<file path="src/inc/mif_pkg.sv">
// Constants and carrier types of the interrupt enable and flag logic
//
// Function
// - A core interrupt control register holds the enables and flags of the timer-zero, port-change and edge-pin sources and is readable and writable.
// - The core interrupt control register answers at index 0x0b, 0x8b, 0x10b and 0x18b, all four reaching one physical register.
// - Every flag is set by its source event whatever its own enable and the global enable hold.
// - Bit 7 of the core control register is the global enable, and while it is clear no request reaches the core.
// - A peripheral request is forwarded only when bit 6, the peripheral group enable, and its own enable are both set.
// - A peripheral enable register at index 0x8c holds one enable bit per group-one peripheral source; the capture/compare two enable is at 0x8d.
// - Bit 6 of the peripheral enable register gates the converter-done request, one enabling it.
// - Bit 3 of the peripheral enable register gates the serial port request, one enabling it.
// - Bit 2 of the peripheral enable register gates the capture/compare one request, one enabling it.
// - Bit 1 of the peripheral enable register gates the timer-two period match request, one enabling it.
// - Unimplemented bits of the peripheral enable register ignore writes and read as zero.
// - Reset clears every implemented enable and flag, the port-change flag included.
// - A second peripheral flag register at index 0x0d holds the capture/compare two flag.
`default_nettype none

package mif_pkg;

    // Register indices; byte address is four times the index
    localparam logic [9:0] IDX_CORE_B0  = 10'h00b;
    localparam logic [9:0] IDX_CORE_B1  = 10'h08b;
    localparam logic [9:0] IDX_CORE_B2  = 10'h10b;
    localparam logic [9:0] IDX_CORE_B3  = 10'h18b;
    localparam logic [9:0] IDX_PFLAGS1  = 10'h00c;
    localparam logic [9:0] IDX_PFLAGS2  = 10'h00d;
    localparam logic [9:0] IDX_PEN1     = 10'h08c;
    localparam logic [9:0] IDX_PEN2     = 10'h08d;

    localparam int ADDR_W = 12;

    // Peripheral bit positions (enables and flags alike); capture/compare two is in group two
    localparam int BIT_ADC     = 6;
    localparam int BIT_SSP     = 3;
    localparam int BIT_CCP_ONE = 2;
    localparam int BIT_TMR_TWO = 1;
    localparam int BIT_TMR_ONE = 0;
    localparam int BIT_CCP_TWO = 0;

    localparam logic [7:0] PGRP1_MASK = 8'h4f;
    localparam logic [7:0] PGRP2_MASK = 8'h01;
    localparam logic [7:0] CORE_RESET = 8'h00;
    localparam logic [7:0] REG_RESET  = 8'h00;

    localparam logic [1:0] RESP_OKAY   = 2'h0;
    localparam logic [1:0] RESP_SLVERR = 2'h2;

    typedef enum logic [2:0] {
        SEL_NONE   = 3'b000,
        SEL_CORE   = 3'b001,
        SEL_PFLAG1 = 3'b010,
        SEL_PFLAG2 = 3'b011,
        SEL_PEN1   = 3'b100,
        SEL_PEN2   = 3'b101
    } mif_sel_t;

    typedef struct packed {
        logic global_irq_enable;
        logic peripheral_group_enable;
        logic timer_zero_overflow_enable;
        logic edge_pin_irq_enable;
        logic port_change_irq_enable;
        logic timer_zero_overflow_flag;
        logic edge_pin_irq_flag;
        logic port_change_irq_flag;
    } mif_core_t;

    // One-cycle event strobes from the interrupt sources
    typedef struct packed {
        logic timer_zero_overflow;
        logic external_edge_pin;
        logic port_change;
        logic adc_done;
        logic sync_serial;
        logic capcomp_one;
        logic timer_two_match;
        logic timer_one_overflow;
        logic capcomp_two;
    } mif_events_t;

endpackage

`default_nettype wire

</file>
<file path="src/hdl/mif_irq_logic.sv">
// Interrupt enable and flag logic with an AXI4-Lite register slave
//
// Register access over AXI4-Lite is this design's own decision.
`default_nettype none

module mif_irq_logic (
    // Clock and reset
    input  wire logic                     clock,
    input  wire logic                     rst,
    // Interrupt sources and core
    input  wire mif_pkg::mif_events_t     events,
    input  wire logic                     irq_taken,
    input  wire logic                     return_from_interrupt,
    output logic                          irq,
    // AXI4-Lite write address
    input  wire logic [11:0]              s_axi_awaddr,
    input  wire logic [2:0]               s_axi_awprot,
    input  wire logic                     s_axi_awvalid,
    output logic                          s_axi_awready,
    // AXI4-Lite write data
    input  wire logic [31:0]              s_axi_wdata,
    input  wire logic [3:0]               s_axi_wstrb,
    input  wire logic                     s_axi_wvalid,
    output logic                          s_axi_wready,
    // AXI4-Lite write response
    output logic [1:0]                    s_axi_bresp,
    output logic                          s_axi_bvalid,
    input  wire logic                     s_axi_bready,
    // AXI4-Lite read address
    input  wire logic [11:0]              s_axi_araddr,
    input  wire logic [2:0]               s_axi_arprot,
    input  wire logic                     s_axi_arvalid,
    output logic                          s_axi_arready,
    // AXI4-Lite read data
    output logic [31:0]                   s_axi_rdata,
    output logic [1:0]                    s_axi_rresp,
    output logic                          s_axi_rvalid,
    input  wire logic                     s_axi_rready
);

    // Byte address to register select; four core mirrors share one select
    function automatic mif_pkg::mif_sel_t decode(input logic [11:0] addr);
        logic [9:0] idx;
        idx = addr[11:2];
        if (addr[1:0] != 2'h0) begin
            decode = mif_pkg::SEL_NONE;
        end else begin
            case (idx)
                mif_pkg::IDX_CORE_B0,
                mif_pkg::IDX_CORE_B1,
                mif_pkg::IDX_CORE_B2,
                mif_pkg::IDX_CORE_B3: decode = mif_pkg::SEL_CORE;
                mif_pkg::IDX_PFLAGS1: decode = mif_pkg::SEL_PFLAG1;
                mif_pkg::IDX_PFLAGS2: decode = mif_pkg::SEL_PFLAG2;
                mif_pkg::IDX_PEN1:    decode = mif_pkg::SEL_PEN1;
                mif_pkg::IDX_PEN2:    decode = mif_pkg::SEL_PEN2;
                default:              decode = mif_pkg::SEL_NONE;
            endcase
        end
    endfunction

    // Register state
    mif_pkg::mif_core_t core_reg;
    mif_pkg::mif_core_t core_next;
    logic [7:0]         pflags1_reg;
    logic [7:0]         pflags1_next;
    logic [7:0]         pflags2_reg;
    logic [7:0]         pflags2_next;
    logic [7:0]         pen1_reg;
    logic [7:0]         pen1_next;
    logic [7:0]         pen2_reg;
    logic [7:0]         pen2_next;
    logic               irq_reg;
    logic               irq_next;

    // Bus state
    logic               aw_have_reg;
    logic [11:0]        aw_addr_reg;
    logic               w_have_reg;
    logic [7:0]         w_data_reg;
    logic               w_lane_reg;
    logic               bvalid_reg;
    logic [1:0]         bresp_reg;
    logic               rvalid_reg;
    logic [31:0]        rdata_reg;
    logic [1:0]         rresp_reg;

    // Write channel handshakes and the combined write
    wire                aw_hs      = s_axi_awvalid & s_axi_awready;
    wire                w_hs       = s_axi_wvalid & s_axi_wready;
    wire                aw_ok      = aw_have_reg | aw_hs;
    wire                w_ok       = w_have_reg | w_hs;
    wire                do_write   = aw_ok & w_ok;
    wire [11:0]         wr_addr    = aw_have_reg ? aw_addr_reg
                                                 : s_axi_awaddr;
    wire [7:0]          wr_byte    = w_have_reg ? w_data_reg
                                                : s_axi_wdata[7:0];
    wire                wr_lane    = w_have_reg ? w_lane_reg
                                                : s_axi_wstrb[0];
    wire mif_pkg::mif_sel_t wr_sel = decode(wr_addr);
    wire                wr_en      = do_write & wr_lane;

    wire                we_core    = wr_en & (wr_sel == mif_pkg::SEL_CORE);
    wire                we_pflag1  = wr_en & (wr_sel == mif_pkg::SEL_PFLAG1);
    wire                we_pflag2  = wr_en & (wr_sel == mif_pkg::SEL_PFLAG2);
    wire                we_pen1    = wr_en & (wr_sel == mif_pkg::SEL_PEN1);
    wire                we_pen2    = wr_en & (wr_sel == mif_pkg::SEL_PEN2);

    // Read channel
    wire                ar_hs      = s_axi_arvalid & s_axi_arready;
    wire mif_pkg::mif_sel_t rd_sel = decode(s_axi_araddr);
    wire [7:0]          rd_byte    =
        (rd_sel == mif_pkg::SEL_CORE)   ? core_reg    :
        (rd_sel == mif_pkg::SEL_PFLAG1) ? pflags1_reg :
        (rd_sel == mif_pkg::SEL_PFLAG2) ? pflags2_reg :
        (rd_sel == mif_pkg::SEL_PEN1)   ? pen1_reg    :
        (rd_sel == mif_pkg::SEL_PEN2)   ? pen2_reg    : 8'h00;

    // Source event vectors in register bit order
    wire [7:0] ev_grp1 = {1'b0,
                          events.adc_done,
                          2'b00,
                          events.sync_serial,
                          events.capcomp_one,
                          events.timer_two_match,
                          events.timer_one_overflow};
    wire [7:0] ev_grp2 = {7'h00, events.capcomp_two};

    // Core register: software value first, then hardware sets on top
    wire mif_pkg::mif_core_t core_sw = we_core ? mif_pkg::mif_core_t'(wr_byte)
                                               : core_reg;
    wire gie_next = return_from_interrupt ? 1'b1 :
                    irq_taken             ? 1'b0 :
                    core_sw.global_irq_enable;

    always_comb begin
        core_next = core_sw;
        core_next.global_irq_enable = gie_next;
        // Set wins over clear, enable state ignored
        core_next.timer_zero_overflow_flag =
            core_sw.timer_zero_overflow_flag
            | events.timer_zero_overflow;
        core_next.edge_pin_irq_flag =
            core_sw.edge_pin_irq_flag
            | events.external_edge_pin;
        core_next.port_change_irq_flag =
            core_sw.port_change_irq_flag
            | events.port_change;
    end

    // Peripheral flags and enables
    assign pflags1_next = ((we_pflag1 ? wr_byte : pflags1_reg) | ev_grp1)
                          & mif_pkg::PGRP1_MASK;
    assign pflags2_next = ((we_pflag2 ? wr_byte : pflags2_reg) | ev_grp2)
                          & mif_pkg::PGRP2_MASK;
    assign pen1_next    = (we_pen1 ? wr_byte : pen1_reg)
                          & mif_pkg::PGRP1_MASK;
    assign pen2_next    = (we_pen2 ? wr_byte : pen2_reg)
                          & mif_pkg::PGRP2_MASK;

    // Request combination
    wire core_pend =
        (core_reg.timer_zero_overflow_enable
            & core_reg.timer_zero_overflow_flag)
        | (core_reg.edge_pin_irq_enable & core_reg.edge_pin_irq_flag)
        | (core_reg.port_change_irq_enable
            & core_reg.port_change_irq_flag);
    wire adc_pend = pen1_reg[mif_pkg::BIT_ADC]
                    & pflags1_reg[mif_pkg::BIT_ADC];
    wire ssp_pend = pen1_reg[mif_pkg::BIT_SSP]
                    & pflags1_reg[mif_pkg::BIT_SSP];
    wire cc1_pend = pen1_reg[mif_pkg::BIT_CCP_ONE]
                    & pflags1_reg[mif_pkg::BIT_CCP_ONE];
    wire tm2_pend = pen1_reg[mif_pkg::BIT_TMR_TWO]
                    & pflags1_reg[mif_pkg::BIT_TMR_TWO];
    wire tm1_pend = pen1_reg[mif_pkg::BIT_TMR_ONE]
                    & pflags1_reg[mif_pkg::BIT_TMR_ONE];
    wire cc2_pend = pen2_reg[mif_pkg::BIT_CCP_TWO]
                    & pflags2_reg[mif_pkg::BIT_CCP_TWO];
    wire per_pend = core_reg.peripheral_group_enable
                    & (adc_pend | ssp_pend | cc1_pend
                       | tm2_pend | tm1_pend | cc2_pend);

    assign irq_next = core_reg.global_irq_enable
                      & (core_pend | per_pend);

    // Register file
    always_ff @(posedge clock) begin
        if (rst) begin
            core_reg    <= mif_pkg::CORE_RESET;
            pflags1_reg <= mif_pkg::REG_RESET;
            pflags2_reg <= mif_pkg::REG_RESET;
            pen1_reg    <= mif_pkg::REG_RESET;
            pen2_reg    <= mif_pkg::REG_RESET;
            irq_reg     <= 1'b0;
        end else begin
            core_reg    <= core_next;
            pflags1_reg <= pflags1_next;
            pflags2_reg <= pflags2_next;
            pen1_reg    <= pen1_next;
            pen2_reg    <= pen2_next;
            irq_reg     <= irq_next;
        end
    end

    // Write address and data holding
    always_ff @(posedge clock) begin
        if (rst) begin
            aw_have_reg <= 1'b0;
            aw_addr_reg <= 12'h000;
            w_have_reg  <= 1'b0;
            w_data_reg  <= 8'h00;
            w_lane_reg  <= 1'b0;
        end else begin
            aw_have_reg <= aw_ok & ~do_write;
            w_have_reg  <= w_ok & ~do_write;
            if (aw_hs) begin
                aw_addr_reg <= s_axi_awaddr;
            end
            if (w_hs) begin
                w_data_reg <= s_axi_wdata[7:0];
                w_lane_reg <= s_axi_wstrb[0];
            end
        end
    end

    // Write response and read data
    always_ff @(posedge clock) begin
        if (rst) begin
            bvalid_reg <= 1'b0;
            bresp_reg  <= mif_pkg::RESP_OKAY;
            rvalid_reg <= 1'b0;
            rdata_reg  <= 32'h00000000;
            rresp_reg  <= mif_pkg::RESP_OKAY;
        end else begin
            if (do_write) begin
                bvalid_reg <= 1'b1;
                bresp_reg  <= (wr_sel == mif_pkg::SEL_NONE)
                              ? mif_pkg::RESP_SLVERR : mif_pkg::RESP_OKAY;
            end else if (s_axi_bready) begin
                bvalid_reg <= 1'b0;
            end
            if (ar_hs) begin
                rvalid_reg <= 1'b1;
                rdata_reg  <= {24'h000000, rd_byte};
                rresp_reg  <= (rd_sel == mif_pkg::SEL_NONE)
                              ? mif_pkg::RESP_SLVERR : mif_pkg::RESP_OKAY;
            end else if (s_axi_rready) begin
                rvalid_reg <= 1'b0;
            end
        end
    end

    // One write and one read at a time
    assign s_axi_awready = ~aw_have_reg & ~bvalid_reg;
    assign s_axi_wready  = ~w_have_reg & ~bvalid_reg;
    assign s_axi_bvalid  = bvalid_reg;
    assign s_axi_bresp   = bresp_reg;
    assign s_axi_arready = ~rvalid_reg;
    assign s_axi_rvalid  = rvalid_reg;
    assign s_axi_rdata   = rdata_reg;
    assign s_axi_rresp   = rresp_reg;
    assign irq           = irq_reg;

endmodule

`default_nettype wire

</file>
<file path="config.mk">
export PLATFORM = sky130hd
export DESIGN_NAME = mif_irq_logic
export DESIGN_NICKNAME = d
export VERILOG_FILES = /design/src/inc/mif_pkg.sv /design/src/hdl/mif_irq_logic.sv
export SDC_FILE = /design/constraint.sdc
export NUM_CORES = 1
export LEC_CHECK = 0
export ABC_CLOCK_PERIOD_IN_PS = 2300
export BUFFER_PORTS_ARGS = -buffer_cell sky130_fd_sc_hd__buf_2
export CAP_MARGIN = 20
export CORE_UTILIZATION = 48
export DETAILED_ROUTE_END_ITERATION = 7
export PLACE_DENSITY_LB_ADDON = 0.08
export SLEW_MARGIN = 40
export SYNTH_ARGS = -nofsm -noshare
export SYNTH_HDL_FRONTEND = slang
export SYNTH_SLANG_ARGS = --single-unit
export TNS_END_PERCENT = 10
</file>
<file path="constraint.sdc">
create_clock -name clock -period 2.3 [get_ports clock]
set_input_delay 0.46 -clock clock [delete_from_list [all_inputs] [get_ports clock]]
set_output_delay 0.46 -clock clock [all_outputs]
set_load 0.02 [all_outputs]
</file>
# Yosys cells after proc, flatten, opt, wreduce, memory -nomap -nowiden
# Cells that the tools add are included.
[op_classes]
bitwise_logic = 45
n_reduce_logical = 9
n_mux = 23
n_eq_ne = 26
[op_table]
columns = ["op", "count"]
rows = [
  ["10-bit by 4-bit == test with 1-bit output (second input constant)", 6],
  ["10-bit by 8-bit == test with 1-bit output (second input constant)", 6],
  ["10-bit by 9-bit == test with 1-bit output (second input constant)", 4],
  ["3-bit case mux with 5 select lines", 2],
  ["7-bit 2-to-1 mux", 4],
  ["1-bit bitwise AND", 25],
  ["8-bit 2-to-1 mux", 3],
  ["1-bit OR", 14],
  ["3-bit by 2-bit == test with 1-bit output (second input constant)", 4],
  ["3-bit == test (second input constant)", 4],
  ["12-bit 2-to-1 mux", 1],
  ["1-bit 2-to-1 mux", 9],
  ["2-bit nonzero test", 4],
  ["4-bit OR reduction", 2],
  ["7-bit OR", 1],
  ["3-bit by 1-bit == test with 1-bit output (second input constant)", 2],
  ["3-bit zero test", 2],
  ["3-bit 2-to-1 mux", 2],
  ["1-bit NOT", 5],
  ["2-bit 2-to-1 mux", 2],
  ["3-bit nonzero test", 1],
]
[totals]
out_inout_bits = 42
inputBits = 84
elab_cells = 126
ff_bits = 58

# Depth between registers and ports, before layout
[logic_depth]
ltp_word = 10
depth_mapped = 9
ltp_nobuf = 5

# Worst setup path after synthesis
# Ideal clock, no wire load.
[synth_path]
kind = "input to register"
start = "input port s_axi_awaddr[6]"
end = "register core_reg[3] (netlist bit)"
path_buffers = 1
setup_ns = 0.132
required_ns = 2.168
setup_slack_ns = 0.436
stages = 6
arrival_ns = 1.732
path_cell_list = "nor4_1 -> o22a_1 -> o211ai_1 -> buf_2 -> nor4_1 -> nor3_1"
[synth_between]
elab_chain_len = 7
elab_cells_between_ends = 14
classes_between = "eq/ne: 9; mux: 3; bitwise: 1; reduce/logical: 1"
[synth_lines]
columns = ["element", "line", "source"]
rows = [
  ["from (decl)", "mif_irq_logic.sv:16", "input wire logic [11:0] s_axi_awaddr,"],
  ["12-bit 2-to-1 mux *", "mif_irq_logic.sv:94", "wire [11:0] wr_addr = aw_have_reg ? aw_addr_reg"],
  ["10-bit by 4-bit == test with 1-bit output (tied with other cells)", "mif_irq_logic.sv:48", "case (idx)"],
  ["4-bit OR reduction", "mif_irq_logic.sv:48", ""],
  ["3-bit case mux with 5 select lines *", "mif_irq_logic.sv:48", ""],
  ["3-bit 2-to-1 mux *", "mif_irq_logic.sv:45", "if (addr[1:0] != 2'h0) begin"],
  ["3-bit by 1-bit == test with 1-bit output *", "mif_irq_logic.sv:103", "wire we_core = wr_en & (wr_sel == mif_pkg::SEL_CORE);"],
  ["1-bit bitwise AND *", "mif_irq_logic.sv:103", ""],
  ["to (signal assigned)", "mif_irq_logic.sv:190", "core_reg <= mif_pkg::CORE_RESET;"],
  ["to (signal assigned)", "mif_irq_logic.sv:197", "core_reg <= core_next;"],
  ["to (decl)", "mif_irq_logic.sv:63", "mif_pkg::mif_core_t core_reg;"],
]
# Mark *: on every way between the ends. The rest lies on a longest branch, timed or not.
# A chain may end at the register's enable or synchronous reset.

# Worst setup path after layout
[layout_path]
start = "register aw_have_reg"
end = "register pflags1_reg[1]"
[layout_between]
elab_chain_len = 9
elab_cells_between_ends = 23
classes_between = "eq/ne: 9; mux: 4; bitwise: 8; reduce/logical: 2"
[layout_lines]
columns = ["element", "line", "source"]
rows = [
  ["from (decl)", "mif_irq_logic.sv:77", "logic aw_have_reg;"],
  ["from (signal assigned)", "mif_irq_logic.sv:215", "aw_have_reg <= aw_ok & ~do_write;"],
  ["12-bit 2-to-1 mux or 1-bit NOT (tied branches)", "mif_irq_logic.sv:94, mif_irq_logic.sv:255", ""],
  ["10-bit by 4-bit == test with 1-bit output (tied with other cells)", "mif_irq_logic.sv:48", ""],
  ["4-bit OR reduction or 1-bit bitwise AND (tied branches)", "mif_irq_logic.sv:48, mif_irq_logic.sv:89", ""],
  ["3-bit case mux with 5 select lines or 1-bit OR (tied branches)", "mif_irq_logic.sv:48, mif_irq_logic.sv:91", ""],
  ["3-bit 2-to-1 mux or 1-bit bitwise AND (tied branches)", "mif_irq_logic.sv:45, mif_irq_logic.sv:93", ""],
  ["3-bit by 2-bit == test with 1-bit output or 1-bit bitwise AND (tied branches)", "mif_irq_logic.sv:104, mif_irq_logic.sv:101", ""],
  ["1-bit bitwise AND *", "mif_irq_logic.sv:104", "wire we_pflag1 = wr_en & (wr_sel == mif_pkg::SEL_PFLAG1);"],
  ["7-bit 2-to-1 mux *", "mif_irq_logic.sv:152", "assign pflags1_next = ((we_pflag1 ? wr_byte : pflags1_reg) | ev_grp1)"],
  ["7-bit OR *", "mif_irq_logic.sv:152", ""],
  ["to (signal assigned)", "mif_irq_logic.sv:191", "pflags1_reg <= mif_pkg::REG_RESET;"],
  ["to (signal assigned)", "mif_irq_logic.sv:198", "pflags1_reg <= pflags1_next;"],
  ["to (decl)", "mif_irq_logic.sv:65", "logic [7:0] pflags1_reg;"],
]
# Marked as above.

==> flow_metrics.tcl <==
set metrics [dict create \
    gp_congestion 0.785 \
    crit_chain "nor4b_1 -> buf_4 -> o22a_1 -> nand4_1 -> nor4b_1 -> a211oi_1" \
    critPathSlowestCell "dfxtp_2" \
    startpoint_type "flop" \
    grt_pass1_vias 2237 \
    port_buffers 66 \
    dp_hpwl_um 4910 \
    yosysTopAreaCell "dfxtp_1" \
    cts.clk_slew.worst_paths_ns 0.10 \
    crit_type "reg -> reg" \
    fin_nets 484 \
    end_kind "flop" \
    cap_violations 0 \
    p_per_area_mw_per_mm2 629 \
    wl_per_cell_um 13.9 \
    grt_pass1_wl_um 10700 \
    vdd_drop_max_uv 331 \
    max_slew_margin_pct 62.1 \
    cts_tree "yes" \
    rows 28 \
    fin_skew_ns 0.0118 \
    hold_class "in -> reg" \
    drive_above_1_share_pct 26.7 \
    remaining_drc_errors 0 \
    overflow 0 \
    synth.distinct_cells 54 \
    worst_pin_slew_ns 0.569 \
    slew_viol_final 0 \
    diodes 0 \
    critPathRequiredTime_ns 2.47 \
    synth_edf_count 0 \
    insertion_delay_ns 0.31 \
    setup_viol_count_final 0 \
    fin_cells 476 \
    cp.arrival_ns 2.27 \
    reg2reg_setup_slack_ns 0.20 \
    area_delta_synth_final_pct 16.8 \
    post-cts-setup-buffer-count 0 \
    slowest_delay_ns 0.48 \
    clkSinkCount 56 \
    largest_register_ffs 12 \
    drt-pass1-iter-count 5 \
    layout_common_cells "buf_2, dfxtp_1, nor2_1" \
    viasPerCell 5.35 \
    clk_path_buf_depth 2 \
    fin_crit_sh_pct 91.3 \
    syn_area_mm2 0.00295 \
    crit_fanout 14 \
    whs_ns 0.316 \
    p_leak_nw 1.46 \
    dieArea_mm2 0.00646 \
    tns_ns 0 \
    grt_usage_pct 21.1 \
    cts_buffers 5 \
    antenna_found_initial 0 \
    drt-total-wl_um 6590 \
    async_flop_share_pct 0 \
    synth.area.top_cells "dfxtp_1, mux2i_1, buf_4" \
    core-area_mm2 0.00592 \
    synth-warning-count 0 \
    layout_commonest_cell "buf_2" \
    pin_count 126 \
    syn_avg_cell_area_um2 9.05 \
    ant_nets 0 \
    cts_hold_buf 0 \
    fp.dieW_um 80.4 \
    dp_cells 468 \
    total_power_mw 2.17 \
    status "completed" \
    start_util_pct 49.8 \
    num_vias 2548 \
    grt_max_degree 32 \
    fin_crit_ns 2.10 \
    synth.ff_latch_count 56 \
    yosysTopAreaCellShare_pct 38.0 \
    max_freq_mhz 476 \
    rsz0062_at_grt "no" \
    htree_levels 2 \
    die_h_um 80.4 \
    cts_root_buf "clkbuf_8" \
    synth_cells 326 \
    cpMostUsedCell "nor4b_1" \
    hold_viol_final 0 \
    seq_area_frac_synth_pct 38.0 \
    ys.flop_type "dfxtp_1" \
    drt_iter0_markers 187 \
    post-route-util_pct 58.2 \
]
## what timing repair did
item,CTS,global route
gates resized for setup,0,1
setup endpoints to repair,0,11
endpoints found under the hold margin,0,0
## area by class of cell
cell class                      count  area [um^2]
Tap cell                           75         93.8
Fill cell                         579         2480
Clock buffer                        6         82.6
Inverter                            4         15.0
Sequential cell                    56         1120
Timing Repair Buffer               86          493
Clock inverter                      2         38.8
Multi-Input combinational cell    247         1600
## logic make-up after synthesis
logic type,count (synthesis),share of synthesized area (%)
compound gates,63,15.3
simple gates,122,23.1
mux,36,12.5
other cells,1,0.127
flops,56,38.0
buf+inv,48,11.0
## per-stage QoR
| step | cell area (um^2) | setup slack [ns] |
|---|---|---|
| 6_report | 3440 | 0.200 |
| 5_1_grt | 3440 | 0.0118 |
| 4_1_cts | 3440 | 0.0260 |
| 3_5_place_dp | 3320 | 0.0604 |
| 3_3_place_gp | 3320 | 0.0848 |
| 2_1_floorplan | 3040 | 0.436 |
## cells in the mapped netlist (all sizes together), types with 3 or more instances
master and count:
clkbuf 9, nor2b 4, buf 35, nor4b 4, inv 4, nor3 15, o21ai 3, a21oi 9
nand2 9, nand2b 5, mux2 4, nand3 8, nor2 41, a22oi 3, a31oi 10, and3 4
dfxtp 56, a2bb2oi 5, nor4 15, a311oi 5, a211oi 16, mux2i 32
## layer usage
| metal | track usage, % | wire length (um) |
|---|---|---|
| met5 | 0 | 0 |
| met2 | 35.3 | 3160 |
| met1 | 27.8 | 3100 |
| met4 | 4.11 | 19 |
| met3 | 4.43 | 313 |
## power breakdown
group	internal (mW)	total [mW]	switching [mW]
combinational	0.177	0.417	0.240
sequential	1.03	1.07	0.0437
clock	0.357	0.679	0.322
total	1.56	2.17	0.606
## worst max-delay path, delay by kind of cell, from the launching register on
| family | cells | cell delay, ns |
|---|---|---|
| DFF | 1 | 0.48 |
| and+or+nand+nor | 3 | 0.96 |
| buffers and inverters | 1 | 0.18 |
| AOI/OAI and AO/OA | 2 | 0.33 |
## final timing paths
kind / start / end / cells after the start
max: aw_have_reg$_SDFF_PP0_ / pflags1_reg[1]$_SDFF_PP0_ / 6
min: s_axi_rready / s_axi_rvalid$_SDFFE_PP0P_ / 2
max reg2reg: aw_have_reg$_SDFF_PP0_ / pflags1_reg[1]$_SDFF_PP0_ / 6
min reg2reg: s_axi_rdata[4]$_SDFFE_PP0P_ / s_axi_rdata[4]$_SDFFE_PP0P_ / 2
Note: power is estimated with default switching activity, not from simulation.
